<file path="config.mk">
export PLATFORM = sky130hd
export DESIGN_NAME = rlso_top
export DESIGN_NICKNAME = d
export VERILOG_FILES = /design/src/hdl/rlso_pkg.sv /design/src/hdl/rlso_channel.sv /design/src/hdl/rlso_curve_store.sv /design/src/hdl/rlso_top.sv
export SDC_FILE = /design/constraint.sdc
export NUM_CORES = 2
export LEC_CHECK = 0
export BUFFER_PORTS_ARGS = -buffer_cell sky130_fd_sc_hd__buf_4
export CAP_MARGIN = 0
export CORE_MARGIN = 3
export CORE_UTILIZATION = 68
export CTS_CLUSTER_DIAMETER = 40
export CTS_CLUSTER_SIZE = 10
export DETAILED_ROUTE_END_ITERATION = 12
export GPL_TIMING_DRIVEN = 0
export PLACE_DENSITY = 0.94
export SYNTH_ARGS = -nofsm -noshare
export SYNTH_HDL_FRONTEND = slang
export SYNTH_SLANG_ARGS = --single-unit
</file>
<file path="constraint.sdc">
create_clock -name clk -period 19.5 [get_ports clk]
set_input_delay 0 -clock clk [delete_from_list [all_inputs] [get_ports clk]]
set_output_delay 0 -clock clk [all_outputs]
set_load 0.005 [all_outputs]
</file>
<file path="src/hdl/rlso_pkg.sv">
// Constants, register map and types shared by the limit switch output block.
// Assumes a single sample clock and a synchronous active-low reset.
package rlso_pkg;

    // ==========================================================
    // Sizes
    localparam int RLSO_NOUT = 6;
    localparam int RLSO_DW = 16;
    localparam int RLSO_RW = 32;
    localparam int RLSO_AW = 8;
    localparam int RLSO_NPLC = 8;
    localparam int RLSO_NPROG = 4;
    localparam int RLSO_CURVE_DEPTH = 10;
    localparam int RLSO_SLOT_W = 4;
    localparam int RLSO_MAP_W = 3;
    localparam int RLSO_NEV = 8;
    localparam int RLSO_EV_CURVE = 6;
    localparam int RLSO_EV_AUTO = 7;

    // ==========================================================
    // Register byte addresses
    localparam logic [7:0] ADDR_MODE = 8'h00;
    localparam logic [7:0] ADDR_GREF = 8'h04;
    localparam logic [7:0] ADDR_PROG = 8'h08;
    localparam logic [7:0] ADDR_MAP = 8'h0C;
    localparam logic [7:0] ADDR_STATUS = 8'h10;
    localparam logic [7:0] ADDR_MASK = 8'h14;
    localparam logic [7:0] ADDR_LEVEL = 8'h18;
    localparam logic [7:0] ADDR_SLOT = 8'h1C;
    localparam logic [7:0] ADDR_CURVE = 8'h20;
    localparam logic [7:0] ADDR_CCOUNT = 8'h24;
    // Per output: config at base + 8*n, threshold at base + 8*n + 4
    localparam logic [7:0] ADDR_CFG_BASE = 8'h40;

    // ==========================================================
    // Reset values
    localparam logic [11:0] RST_MAP = 12'hB1A;

    // ==========================================================
    // Types
    typedef enum logic [1:0] {
        RLSO_IDLE = 2'b00,
        RLSO_MEASURE = 2'b01,
        RLSO_GRAPH = 2'b10
    } rlso_mode_type;

    typedef enum logic [1:0] {
        RLSO_GREF_NONE = 2'b00,
        RLSO_GREF_YOVER = 2'b01,
        RLSO_GREF_YUNDER = 2'b10
    } rlso_gref_type;

    typedef struct packed {
        logic ref_trig;
        logic pol_high;
        logic chan_y;
    } rlso_cfg_type;

endpackage

</file>
<file path="src/hdl/rlso_channel.sv">
// One limit comparator: picks X, relative X or Y and compares with the threshold.
// Assumes samples and threshold are two's complement of the same width.
`timescale 1ns/1ps
module rlso_channel
    import rlso_pkg::*;
#(
    parameter int DW = RLSO_DW
) (
    input logic [DW-1:0] meas_x,
    input logic [DW-1:0] meas_y,
    input logic [DW-1:0] x_ref,
    input rlso_cfg_type cfg,
    input logic gref_ok,
    input logic [DW-1:0] threshold,
    output logic exceeds
);

    logic [DW-1:0] x_rel;
    logic [DW-1:0] val;

    // Relative X wraps on overflow; ranges are expected to stay well inside
    assign x_rel = meas_x - x_ref;

    always_comb begin
        if (cfg.chan_y) begin
            val = meas_y;
        end else if (cfg.ref_trig && gref_ok) begin
            val = x_rel;
        end else begin
            val = meas_x;
        end
    end

    assign exceeds = $signed(val) > $signed(threshold);

endmodule

</file>
<file path="src/hdl/rlso_curve_store.sv">
// Per-program ring of the most recent recorded curve summaries.
// Assumes push is a one-cycle pulse; slot 0 reads the oldest kept curve.
`timescale 1ns/1ps
module rlso_curve_store
    import rlso_pkg::*;
#(
    parameter int RW = RLSO_RW,
    parameter int NPROG = RLSO_NPROG,
    parameter int DEPTH = RLSO_CURVE_DEPTH,
    parameter int PW = 2,
    parameter int SW = RLSO_SLOT_W
) (
    input logic clk,
    input logic rst_n,
    input logic push,
    input logic [PW-1:0] prog,
    input logic [RW-1:0] rec,
    input logic [SW-1:0] rd_slot,
    output logic [RW-1:0] rd_rec,
    output logic [SW-1:0] count
);

    logic [RW-1:0] mem_q [NPROG*DEPTH];
    logic [SW-1:0] ptr_q [NPROG];
    logic [SW-1:0] ptr_d [NPROG];
    logic [SW-1:0] cnt_q [NPROG];
    logic [SW-1:0] cnt_d [NPROG];
    int rd_idx;

    // ==========================================================
    // Ring pointers: the oldest entry is overwritten once full
    always_comb begin
        ptr_d = ptr_q;
        cnt_d = cnt_q;
        if (push) begin
            ptr_d[prog] = (ptr_q[prog] == SW'(DEPTH - 1)) ? '0 : ptr_q[prog] + 1'b1;
            if (cnt_q[prog] != SW'(DEPTH)) begin
                cnt_d[prog] = cnt_q[prog] + 1'b1;
            end
        end
    end

    always_ff @(posedge clk) begin
        if (!rst_n) begin
            for (int p = 0; p < NPROG; p++) begin
                ptr_q[p] <= '0;
                cnt_q[p] <= '0;
            end
        end else begin
            ptr_q <= ptr_d;
            cnt_q <= cnt_d;
        end
    end

    // Curve memory is not reset; the count guards reads of stale slots
    always_ff @(posedge clk) begin
        if (push) begin
            mem_q[int'(prog) * DEPTH + int'(ptr_q[prog])] <= rec;
        end
    end

    // ==========================================================
    // Read by age within the selected program
    always_comb begin
        rd_idx = (int'(ptr_q[prog]) + DEPTH - int'(cnt_q[prog]) + int'(rd_slot)) % DEPTH;
        rd_rec = '0;
        if (rd_slot < cnt_q[prog]) begin
            rd_rec = mem_q[int'(prog) * DEPTH + rd_idx];
        end
    end

    assign count = cnt_q[prog];

endmodule

</file>
<file path="src/hdl/rlso_top.sv">
// Six real-time limit switch outputs with register port, PLC routing,
// curve history for graphical test operation and one level interrupt.
// Assumes measurement inputs are synchronous to clk and held between samples.
//
// Overview of operation
// - Each output picks the X or the Y channel independently.
// - Each output holds its own programmable threshold.
// - Each output has a polarity bit choosing active high or low.
// - Absolute X referencing compares threshold with raw X.
// - Trigger referencing compares threshold with X minus X at Y trigger.
// - Trigger referencing accepted only when global reference is a Y trigger.
// - Outputs one and two fixed on PLC; three to six routed by map.
// - Graphical test keeps ten newest curves per program, dropping the oldest.
// - Auto-mode input in graphical test returns the device to measuring.
// - Graphical test keeps control inputs and switch outputs working.
// - Envelope generation reads the stored curves of the current program.
// - Outputs drive only in measuring or graphical test, else inactive.
`timescale 1ns/1ps
module rlso_top
    import rlso_pkg::*;
#(
    parameter int DW = RLSO_DW,
    parameter int NPROG = RLSO_NPROG,
    parameter int NPLC = RLSO_NPLC
) (
    input logic clk,
    input logic rst_n,
    input logic [DW-1:0] meas_x,
    input logic [DW-1:0] meas_y,
    input logic sample_valid,
    input logic y_trigger,
    input logic curve_end,
    input logic in_auto,
    input logic [RLSO_AW-1:0] reg_addr,
    input logic [RLSO_RW-1:0] reg_wdata,
    input logic reg_we,
    input logic reg_re,
    output logic [RLSO_RW-1:0] reg_rdata,
    output logic [RLSO_NOUT-1:0] limit_switch_outputs,
    output logic [NPLC-1:0] plc_out,
    output logic [1:0] op_mode,
    output logic irq
);

    localparam int PW = $clog2(NPROG);

    rlso_mode_type mode_q, mode_d;
    logic [1:0] gref_q, gref_d;
    logic [PW-1:0] prog_q, prog_d;
    logic [11:0] map_q, map_d;
    logic [RLSO_NEV-1:0] status_q, status_d, mask_q, mask_d, ev_set;
    rlso_cfg_type cfg_q [RLSO_NOUT];
    rlso_cfg_type cfg_d [RLSO_NOUT];
    logic [DW-1:0] thr_q [RLSO_NOUT];
    logic [DW-1:0] thr_d [RLSO_NOUT];
    logic [RLSO_SLOT_W-1:0] slot_q, slot_d;
    logic [RLSO_RW-1:0] rdata_q, rdata_d;
    logic irq_q, irq_d;
    logic [DW-1:0] xref_q, xref_d, pk_x_q, pk_x_d, pk_y_q, pk_y_d;
    logic [RLSO_NOUT-1:0] act_q, act_d, sw_q, sw_d, exc;
    logic [NPLC-1:0] plc_q, plc_d;
    logic gref_ok, active, graph, cfg_hit, thr_wr, curve_push, wr_prog;
    logic [2:0] cfg_idx;
    logic [RLSO_RW-1:0] curve_rec;
    logic [RLSO_SLOT_W-1:0] curve_cnt;
    int pos;

    assign gref_ok = (gref_q == RLSO_GREF_YOVER) || (gref_q == RLSO_GREF_YUNDER);
    assign active = (mode_q == RLSO_MEASURE) || (mode_q == RLSO_GRAPH);
    assign graph = (mode_q == RLSO_GRAPH);
    assign cfg_hit = (reg_addr[7:6] == ADDR_CFG_BASE[7:6]) && (reg_addr[1:0] == 2'b00)
                     && (int'(reg_addr[5:3]) < RLSO_NOUT);
    assign cfg_idx = reg_addr[5:3];
    assign thr_wr = reg_addr[2];
    assign wr_prog = reg_we && (reg_addr == ADDR_PROG);
    assign curve_push = graph && curve_end;

    // ==========================================================
    // Comparators, one per output
    genvar gi;
    generate
        for (gi = 0; gi < RLSO_NOUT; gi++) begin : g_chan
            rlso_channel #(.DW(DW)) u_chan (
                .meas_x(meas_x),
                .meas_y(meas_y),
                .x_ref(xref_q),
                .cfg(cfg_q[gi]),
                .gref_ok(gref_ok),
                .threshold(thr_q[gi]),
                .exceeds(exc[gi])
            );
        end
    endgenerate

    // ==========================================================
    // Curve history; envelope generation reads it through the slot window
    rlso_curve_store #(.RW(RLSO_RW), .NPROG(NPROG), .DEPTH(RLSO_CURVE_DEPTH), .PW(PW),
                       .SW(RLSO_SLOT_W)) u_store (
        .clk(clk),
        .rst_n(rst_n),
        .push(curve_push),
        .prog(prog_q),
        .rec(RLSO_RW'({pk_y_q, pk_x_q})),
        .rd_slot(slot_q),
        .rd_rec(curve_rec),
        .count(curve_cnt)
    );

    // ==========================================================
    // Register file, mode and interrupt state
    always_comb begin
        mode_d = mode_q;
        gref_d = gref_q;
        prog_d = prog_q;
        map_d = map_q;
        mask_d = mask_q;
        slot_d = slot_q;
        cfg_d = cfg_q;
        thr_d = thr_q;
        status_d = status_q;
        if (reg_we) begin
            if (reg_addr == ADDR_MODE) begin
                if (reg_wdata[1:0] != 2'b11) begin
                    mode_d = rlso_mode_type'(reg_wdata[1:0]);
                end
            end else if (reg_addr == ADDR_GREF) begin
                gref_d = reg_wdata[1:0];
            end else if (reg_addr == ADDR_PROG) begin
                prog_d = reg_wdata[PW-1:0];
            end else if (reg_addr == ADDR_MAP) begin
                map_d = reg_wdata[11:0];
            end else if (reg_addr == ADDR_STATUS) begin
                status_d = status_q & ~reg_wdata[RLSO_NEV-1:0];
            end else if (reg_addr == ADDR_MASK) begin
                mask_d = reg_wdata[RLSO_NEV-1:0];
            end else if (reg_addr == ADDR_SLOT) begin
                slot_d = reg_wdata[RLSO_SLOT_W-1:0];
            end else if (cfg_hit && thr_wr) begin
                thr_d[cfg_idx] = reg_wdata[DW-1:0];
            end else if (cfg_hit) begin
                cfg_d[cfg_idx] = rlso_cfg_type'(reg_wdata[2:0]);
                cfg_d[cfg_idx].ref_trig = reg_wdata[2] && gref_ok;
            end
        end
        // Auto input wins over a software mode write in the same cycle
        if (graph && in_auto) begin
            mode_d = RLSO_MEASURE;
        end
        // Hardware set wins over a simultaneous write-one clear
        status_d = status_d | ev_set;
        irq_d = |(status_d & mask_d);
    end

    always_comb begin
        ev_set = '0;
        ev_set[RLSO_NOUT-1:0] = act_d & ~act_q;
        ev_set[RLSO_EV_CURVE] = curve_push;
        ev_set[RLSO_EV_AUTO] = graph && in_auto;
    end

    always_ff @(posedge clk) begin
        if (!rst_n) begin
            mode_q <= RLSO_IDLE;
            gref_q <= RLSO_GREF_NONE;
            prog_q <= '0;
            map_q <= RST_MAP;
            status_q <= '0;
            mask_q <= '0;
            slot_q <= '0;
            irq_q <= 1'b0;
            for (int i = 0; i < RLSO_NOUT; i++) begin
                cfg_q[i] <= '0;
                thr_q[i] <= '0;
            end
        end else begin
            mode_q <= mode_d;
            gref_q <= gref_d;
            prog_q <= prog_d;
            map_q <= map_d;
            status_q <= status_d;
            mask_q <= mask_d;
            slot_q <= slot_d;
            irq_q <= irq_d;
            cfg_q <= cfg_d;
            thr_q <= thr_d;
        end
    end

    // ==========================================================
    // Output datapath, trigger capture and curve peaks
    always_comb begin
        xref_d = xref_q;
        if (active && y_trigger) begin
            xref_d = meas_x;
        end
        // Same comparison path in both modes keeps outputs live in test operation
        act_d = active ? exc : '0;
        for (int i = 0; i < RLSO_NOUT; i++) begin
            sw_d[i] = act_d[i] ~^ cfg_q[i].pol_high;
        end
        plc_d = '0;
        plc_d[0] = sw_d[0];
        plc_d[1] = sw_d[1];
        // Positions 0 and 1 stay reserved for the fixed outputs
        for (int k = 2; k < RLSO_NOUT; k++) begin
            pos = int'(map_q[(k-2)*RLSO_MAP_W +: RLSO_MAP_W]);
            if (pos >= 2 && pos < NPLC) begin
                plc_d[pos] = sw_d[k];
            end
        end
        pk_x_d = pk_x_q;
        pk_y_d = pk_y_q;
        if (curve_push) begin
            pk_x_d = {1'b1, {(DW-1){1'b0}}};
            pk_y_d = {1'b1, {(DW-1){1'b0}}};
        end else if (graph && sample_valid) begin
            if ($signed(meas_x) > $signed(pk_x_q)) begin
                pk_x_d = meas_x;
            end
            if ($signed(meas_y) > $signed(pk_y_q)) begin
                pk_y_d = meas_y;
            end
        end
    end

    always_ff @(posedge clk) begin
        if (!rst_n) begin
            xref_q <= '0;
            act_q <= '0;
            sw_q <= '0;
            plc_q <= '0;
            pk_x_q <= '0;
            pk_y_q <= '0;
        end else begin
            xref_q <= xref_d;
            act_q <= act_d;
            sw_q <= sw_d;
            plc_q <= plc_d;
            pk_x_q <= pk_x_d;
            pk_y_q <= pk_y_d;
        end
    end

    // ==========================================================
    // Read data, valid only in the cycle after the strobe
    always_comb begin
        rdata_d = '0;
        if (reg_re) begin
            if (reg_addr == ADDR_MODE) begin
                rdata_d = RLSO_RW'(mode_q);
            end else if (reg_addr == ADDR_GREF) begin
                rdata_d = RLSO_RW'(gref_q);
            end else if (reg_addr == ADDR_PROG) begin
                rdata_d = RLSO_RW'(prog_q);
            end else if (reg_addr == ADDR_MAP) begin
                rdata_d = RLSO_RW'(map_q);
            end else if (reg_addr == ADDR_STATUS) begin
                rdata_d = RLSO_RW'(status_q);
            end else if (reg_addr == ADDR_MASK) begin
                rdata_d = RLSO_RW'(mask_q);
            end else if (reg_addr == ADDR_LEVEL) begin
                rdata_d = RLSO_RW'(act_q);
            end else if (reg_addr == ADDR_SLOT) begin
                rdata_d = RLSO_RW'(slot_q);
            end else if (reg_addr == ADDR_CURVE) begin
                rdata_d = curve_rec;
            end else if (reg_addr == ADDR_CCOUNT) begin
                rdata_d = RLSO_RW'(curve_cnt);
            end else if (cfg_hit && thr_wr) begin
                rdata_d = RLSO_RW'(thr_q[cfg_idx]);
            end else if (cfg_hit) begin
                rdata_d = RLSO_RW'(cfg_q[cfg_idx]);
            end
        end
    end

    always_ff @(posedge clk) begin
        if (!rst_n) begin
            rdata_q <= '0;
        end else begin
            rdata_q <= rdata_d;
        end
    end

    assign reg_rdata = rdata_q;
    assign limit_switch_outputs = sw_q;
    assign plc_out = plc_q;
    assign op_mode = mode_q;
    assign irq = irq_q;

    // ==========================================================
    // Checks
    property p_idle_quiet;
        @(posedge clk) disable iff (!rst_n)
        (mode_q == RLSO_IDLE) |=> (act_q == '0);
    endproperty
    a_idle_quiet: assert property (p_idle_quiet) else $error("output active outside working modes");

    property p_auto_exit;
        @(posedge clk) disable iff (!rst_n)
        (graph && in_auto) |=> (mode_q == RLSO_MEASURE) && status_q[RLSO_EV_AUTO];
    endproperty
    a_auto_exit: assert property (p_auto_exit) else $error("auto input did not end test operation");

    property p_compare;
        @(posedge clk) disable iff (!rst_n)
        (graph || mode_q == RLSO_MEASURE) |=> (act_q == $past(exc));
    endproperty
    a_compare: assert property (p_compare) else $error("output level does not follow comparison");

    property p_polarity;
        @(posedge clk) disable iff (!rst_n)
        1'b1 |=> (limit_switch_outputs[2] == (act_q[2] ~^ $past(cfg_q[2].pol_high)));
    endproperty
    a_polarity: assert property (p_polarity) else $error("switch output polarity wrong");

    property p_fixed_plc;
        @(posedge clk) disable iff (!rst_n)
        (plc_out[0] == limit_switch_outputs[0]) && (plc_out[1] == limit_switch_outputs[1]);
    endproperty
    a_fixed_plc: assert property (p_fixed_plc) else $error("fixed PLC positions not driven");

    property p_ref_gate;
        @(posedge clk) disable iff (!rst_n)
        (reg_we && cfg_hit && !thr_wr && !gref_ok) |=> !cfg_q[$past(cfg_idx)].ref_trig;
    endproperty
    a_ref_gate: assert property (p_ref_gate) else $error("trigger reference accepted without Y trigger");

    property p_trig_capture;
        @(posedge clk) disable iff (!rst_n)
        (active && y_trigger) |=> (xref_q == $past(meas_x));
    endproperty
    a_trig_capture: assert property (p_trig_capture) else $error("X position not captured at trigger");

    property p_ring_full;
        @(posedge clk) disable iff (!rst_n)
        (curve_push && !wr_prog && curve_cnt == RLSO_SLOT_W'(RLSO_CURVE_DEPTH))
        |=> (curve_cnt == RLSO_SLOT_W'(RLSO_CURVE_DEPTH)) ##1 1'b1;
    endproperty
    a_ring_full: assert property (p_ring_full) else $error("curve count moved past ten");

    property p_ring_grow;
        @(posedge clk) disable iff (!rst_n)
        (curve_push && !wr_prog && curve_cnt < RLSO_SLOT_W'(RLSO_CURVE_DEPTH))
        |=> (curve_cnt == $past(curve_cnt) + 1'b1) && status_q[RLSO_EV_CURVE];
    endproperty
    a_ring_grow: assert property (p_ring_grow) else $error("stored curve not counted");

endmodule

</file>
==> run_summary.xml, run 1 <==
<?xml version="1.0" encoding="UTF-8"?>
<metrics>
  <group name="yosys">
    <metric name="number_of_enable_flip_flop_cells_after_synthesis" unit="">1280</metric>
    <metric name="synthDominantAreaCellType" unit="">edfxtp_1</metric>
    <metric name="synth.top_cells.by_area" unit="">edfxtp_1, mux4_2, dfxtp_1</metric>
    <metric name="async_flop_share" unit="">0</metric>
    <metric name="mappedNetlistArea" unit="um^2">68200</metric>
    <metric name="yosysMostFrequentCell" unit="">edfxtp_1</metric>
    <metric name="synth_warnings" unit="">0</metric>
    <metric name="syn_area_per_cell" unit="um^2">15.0</metric>
    <metric name="post-synth-top-area-fraction" unit="">0.563</metric>
    <metric name="synth_fp_nets" unit="">4804</metric>
    <metric name="synth_sequential_area_ratio" unit="">0.647</metric>
    <metric name="synth_top_flop_cell" unit="">edfxtp_1</metric>
    <metric name="netlist_instances" unit="">4549</metric>
    <metric name="synth-seq-cells" unit="">1565</metric>
    <metric name="yosys-top-cells-count" unit="">edfxtp_1, nand2_1, mux4_2</metric>
    <metric name="yosys.cell_types.count" unit="">86</metric>
  </group>
  <group name="clock_network">
    <metric name="numCtsBuffers" unit="">193</metric>
    <metric name="cts_max_level" unit="">4</metric>
    <metric name="clock_path_buffers" unit="">3</metric>
    <metric name="post_cts.resized_instances" unit="">0</metric>
    <metric name="cts_hold_buffers" unit="">62</metric>
    <metric name="post-cts-setup-buffers" unit="">0</metric>
    <metric name="root_buffer" unit="">clkbuf_16</metric>
    <metric name="cts_num_sinks" unit="">1565</metric>
  </group>
  <group name="die">
    <metric name="initial_core_util" unit="">0.689</metric>
    <metric name="fp.dieW" unit="um">323</metric>
    <metric name="rows" unit="">115</metric>
    <metric name="die_h" unit="um">323</metric>
    <metric name="ioPinCount" unit="">129</metric>
  </group>
  <group name="global_route">
    <metric name="overall_routing_resource_usage" unit="">0.714</metric>
    <metric name="grt_start_max_net_pins" unit="">43</metric>
    <metric name="total_global_routing_overflow" unit="">959</metric>
    <metric name="first_global_vias" unit="">59000</metric>
    <metric name="global_route_wire_length_before_repair" unit="um">507000</metric>
  </group>
  <group name="outcome">
    <metric name="last-stage-reached" unit="">5_1_grt</metric>
    <metric name="error_line" unit="">[ERROR GRT-0116] Global routing finished with congestion. Check the congestion regions in the DRC Viewer.</metric>
    <metric name="outcome" unit="">aborted with a tool error</metric>
  </group>
  <group name="placement">
    <metric name="hpwlAfterDp" unit="um">176000</metric>
    <metric name="placement.cell_area" unit="um^2">71800</metric>
    <metric name="buffer_ports.inserted" unit="">102</metric>
    <metric name="gp_congestion" unit="">1.03</metric>
  </group>
</metrics>
[metal layers]
layer  overflow  track usage
met1        105        0.740
met2        442        0.850
met3         75        0.584
met4        321        0.645
met5         16        0.395
[per-stage QoR]
step | std cells | hold slack (ps) | worst slack [ps]
4_1_cts | 6338 | 8.02 | 3970
3_5_place_dp | 5981 | 334 | 5310
3_3_place_gp | 5938 | 327 | 5810
2_1_floorplan | 4549 | 124 | 9890
[cell families after synthesis]
family | Yosys count | share of synthesized area
buf+inv | 449 | 0.0254
mux | 587 | 0.160
flops | 1565 | 0.647
fa+ha+maj | 175 | 0.0329
xor+xnor | 47 | 0.00625
simple gates | 1004 | 0.0640
compound gates | 722 | 0.0645
==> inputs of run 2 (changes only) <==
- CORE_UTILIZATION: 68 -> 40
- CTS_CLUSTER_DIAMETER: 40 -> not set
- CTS_CLUSTER_SIZE: 10 -> not set
- PLACE_DENSITY: 0.94 -> not set
- PLACE_DENSITY_LB_ADDON: not set -> 0.15
==> run 2 against run 1 <==
The run now ends clean; synthesized cell count unchanged; synthesized area unchanged.
==> run_summary.xml, run 2 <==
<?xml version="1.0" encoding="UTF-8"?>
<metrics>
  <group name="outcome">
    <metric name="outcome" unit="">completed</metric>
  </group>
  <group name="setup_path">
    <metric name="critical_path_arrival" unit="ps">14300</metric>
    <metric name="critical_path.startpoint_type" unit="">register</metric>
    <metric name="endpoint_kind" unit="">register</metric>
    <metric name="crit_path_max_incr_delay" unit="ps">990</metric>
    <metric name="worst_flop_to_flop_path_startpoint" unit="">prog_q[0]$_SDFFE_PN0P_</metric>
    <metric name="critPathSlowestCell" unit="">clkbuf_1</metric>
    <metric name="path_buf_inv" unit="">11</metric>
    <metric name="worst-endpoint-required" unit="ps">20160</metric>
    <metric name="worst_setup_path_startpoint" unit="">prog_q[0]$_SDFFE_PN0P_</metric>
    <metric name="critPathMaxFanout" unit="">11</metric>
    <metric name="critical-path-top-cell-by-count" unit="">clkbuf_1</metric>
    <metric name="critical_path_class" unit="">register to register</metric>
    <metric name="crit_family" unit="">buffers and inverters</metric>
  </group>
  <group name="timing">
    <metric name="worst_clock_skew" unit="ps">44.8</metric>
    <metric name="grt_setup_unrepaired" unit="">no</metric>
    <metric name="final-max-slew-violation-count" unit="">0</metric>
    <metric name="final_setup_violating_endpoints" unit="">0</metric>
    <metric name="tightestPinTransition" unit="ps">1450</metric>
    <metric name="hold_viol" unit="">0</metric>
    <metric name="post-route-min-period" unit="ps">13640</metric>
    <metric name="period_share" unit="">0.700</metric>
    <metric name="max-slew-margin-rel" unit="">0.0205</metric>
    <metric name="timing.fmax" unit="MHz">73.3</metric>
    <metric name="setup_tns" unit="ps">0</metric>
  </group>
  <group name="power_and_ir_drop">
    <metric name="total_power" unit="mW">6.98</metric>
    <metric name="ir_worst_vdd" unit="V">0.0000727</metric>
    <metric name="cellPowerDensity" unit="nW/um^2">87.9</metric>
    <metric name="cellLeakagePower" unit="nW">28.6</metric>
  </group>
  <group name="clock_network">
    <metric name="numCtsBuffers" unit="">168</metric>
    <metric name="clk_latency" unit="ps">830</metric>
    <metric name="root_buffer" unit="">clkbuf_16</metric>
    <metric name="cts_max_level" unit="">4</metric>
    <metric name="clk_pin_slew" unit="ps">60</metric>
    <metric name="cts_tree" unit="">built</metric>
    <metric name="clock_path_buffers" unit="">3</metric>
    <metric name="post-cts-setup-buffers" unit="">0</metric>
    <metric name="cts_num_sinks" unit="">1565</metric>
  </group>
  <group name="yosys">
    <metric name="yosys.cell_types.count" unit="">86</metric>
    <metric name="async_flop_share" unit="">0</metric>
    <metric name="mappedNetlistArea" unit="um^2">68200</metric>
    <metric name="number_of_enable_flip_flop_cells_after_synthesis" unit="">1280</metric>
    <metric name="synth_sequential_area_ratio" unit="">0.647</metric>
    <metric name="yosysMostFrequentCell" unit="">edfxtp_1</metric>
    <metric name="synth-seq-cells" unit="">1565</metric>
    <metric name="synthDominantAreaCellType" unit="">edfxtp_1</metric>
    <metric name="synth.top_cells.by_area" unit="">edfxtp_1, mux4_2, dfxtp_1</metric>
    <metric name="netlist_instances" unit="">4549</metric>
    <metric name="syn_area_per_cell" unit="um^2">15.0</metric>
    <metric name="post-synth-top-area-fraction" unit="">0.563</metric>
    <metric name="synth_warnings" unit="">0</metric>
    <metric name="yosys-top-cells-count" unit="">edfxtp_1, nand2_1, mux4_2</metric>
    <metric name="synth_top_flop_cell" unit="">edfxtp_1</metric>
    <metric name="synth_fp_nets" unit="">4804</metric>
  </group>
  <group name="die">
    <metric name="core-area" unit="um^2">168000</metric>
    <metric name="die-area" unit="um^2">176000</metric>
    <metric name="die_h" unit="um">419</metric>
    <metric name="ioPinCount" unit="">129</metric>
    <metric name="fp.dieW" unit="um">419</metric>
    <metric name="initial_core_util" unit="">0.405</metric>
    <metric name="rows" unit="">150</metric>
  </group>
  <group name="placement">
    <metric name="dp_cells" unit="">6909</metric>
    <metric name="hpwlAfterDp" unit="um">148000</metric>
    <metric name="buffer_ports.inserted" unit="">102</metric>
    <metric name="placement.cell_area" unit="um^2">73200</metric>
    <metric name="gp_congestion" unit="">0.954</metric>
  </group>
  <group name="detailed_routing">
    <metric name="detail_route.wirelength" unit="um">216000</metric>
    <metric name="detail_route.drc_violations" unit="">0</metric>
    <metric name="drt-initial-drc-count" unit="">4880</metric>
    <metric name="viasPerCell" unit="">5.80</metric>
    <metric name="first_pass_iters" unit="">7</metric>
    <metric name="final_antenna_net_count" unit="">0</metric>
    <metric name="detail_route.wl_per_cell" unit="um">29.6</metric>
    <metric name="num_vias" unit="">42200</metric>
  </group>
  <group name="final_layout">
    <metric name="seqCellArea" unit="um^2">44200</metric>
    <metric name="layout-area-overhead-vs-synth" unit="%">16.3</metric>
    <metric name="final_common_cell" unit="">edfxtp_1</metric>
    <metric name="number_of_flip_flops_under_the_largest_register_name" unit="">1280</metric>
    <metric name="design.final.nets" unit="">5196</metric>
    <metric name="proportion_of_layout_cells_with_a_drive_suffix_above_1" unit="">0.183</metric>
    <metric name="filler_cell_count" unit="">14500</metric>
    <metric name="fin_cells" unit="">7286</metric>
    <metric name="layout_cell_area_excl_fill" unit="um^2">79400</metric>
    <metric name="final_cell_mix" unit="">edfxtp_1, nand2_1, mux4_2</metric>
    <metric name="multi_input_area" unit="um^2">22700</metric>
  </group>
  <group name="hold_path">
    <metric name="worst_hold_path_type" unit="">primary input to register</metric>
    <metric name="timing.hold.worst.start" unit="">reg_wdata[15]</metric>
  </group>
  <group name="global_route">
    <metric name="grt_start_max_net_pins" unit="">43</metric>
    <metric name="total_global_routing_overflow" unit="">0</metric>
    <metric name="overall_routing_resource_usage" unit="">0.244</metric>
    <metric name="global_route_wire_length_before_repair" unit="um">305000</metric>
    <metric name="first_global_vias" unit="">41200</metric>
    <metric name="antenna_found_initial" unit="">6</metric>
  </group>
  <group name="flow_run">
    <metric name="cap_violations" unit="">0</metric>
  </group>
</metrics>
run 2: cell counts after synthesis:
Identical to the previous run, type by type.
run 2: cell families after synthesis:
kind of cell             count (synthesis)  synth area share
XOR/XNOR                                47           0.00625
adder cells (fa/ha/maj)                175            0.0329
buffers and inverters                  449            0.0254
multiplexers                           587             0.160
AND/OR/NAND/NOR                       1004            0.0640
AO/OA/AOI/OAI                          722            0.0645
flip-flops                            1565             0.647
run 2: metal layers:
metal  GRT usage  routed length [um]  vias to the layer above
li1            -                   -                    18300
met1       0.345               91500                    21800
met2       0.385              100000                     1807
met3      0.0466               17700                      326
met4      0.0729                6190                        2
met5           0                   8                        -
run 2: power breakdown:
group	total, mW	internal (mW)	switching, mW
registers	3.57	3.56	0.00118
logic	0.243	0.0786	0.165
clock network	3.17	1.80	1.37
total	6.98	5.44	1.54
run 2: worst paths after layout:
check / to / slack, ps / cells after the start
min: thr_q[63]$_SDFFE_PN0P_ / 100 / 4
max: reg_rdata[24]$_SDFF_PP0_ / 5860 / 36
min reg2reg: thr_q[82]$_SDFFE_PN0P_ / 460 / 2
max reg2reg: reg_rdata[24]$_SDFF_PP0_ / 5860 / 36
run 2: per-stage QoR:
step           setup slack [ps]  hold WS, ps  utilization
2_1_floorplan              9890          124            -
3_3_place_gp               5830          325        0.426
3_5_place_dp               5840          336        0.435
4_1_cts                    5750         35.6        0.471
5_1_grt                    5030         99.3        0.471
6_report                   5860          101        0.472
run 2: tightest hold or removal path: stages:
cell	delay [ps]
dlygate4sd3_1	550
buf_4	190
nand2_1	60
a21oi_1	50
run 2: final cells by class:
class                      count  area share
sequential                  1565       0.557
multi-input combinational   2535       0.286
clock buffer                 219      0.0565
tap                         2204      0.0347
timing repair buffer         222      0.0316
buffer                       263      0.0132
clock inverter                88      0.0125
inverter                     186     0.00879
antenna                        4    0.000126
run 2: what timing repair did:
item                                    CTS  global route
hold buffers                             66             0
endpoints found under the setup margin    0             0
resized for setup                         0             0
endpoints found under the hold margin   221             0
(Power assumes the default switching activity.)
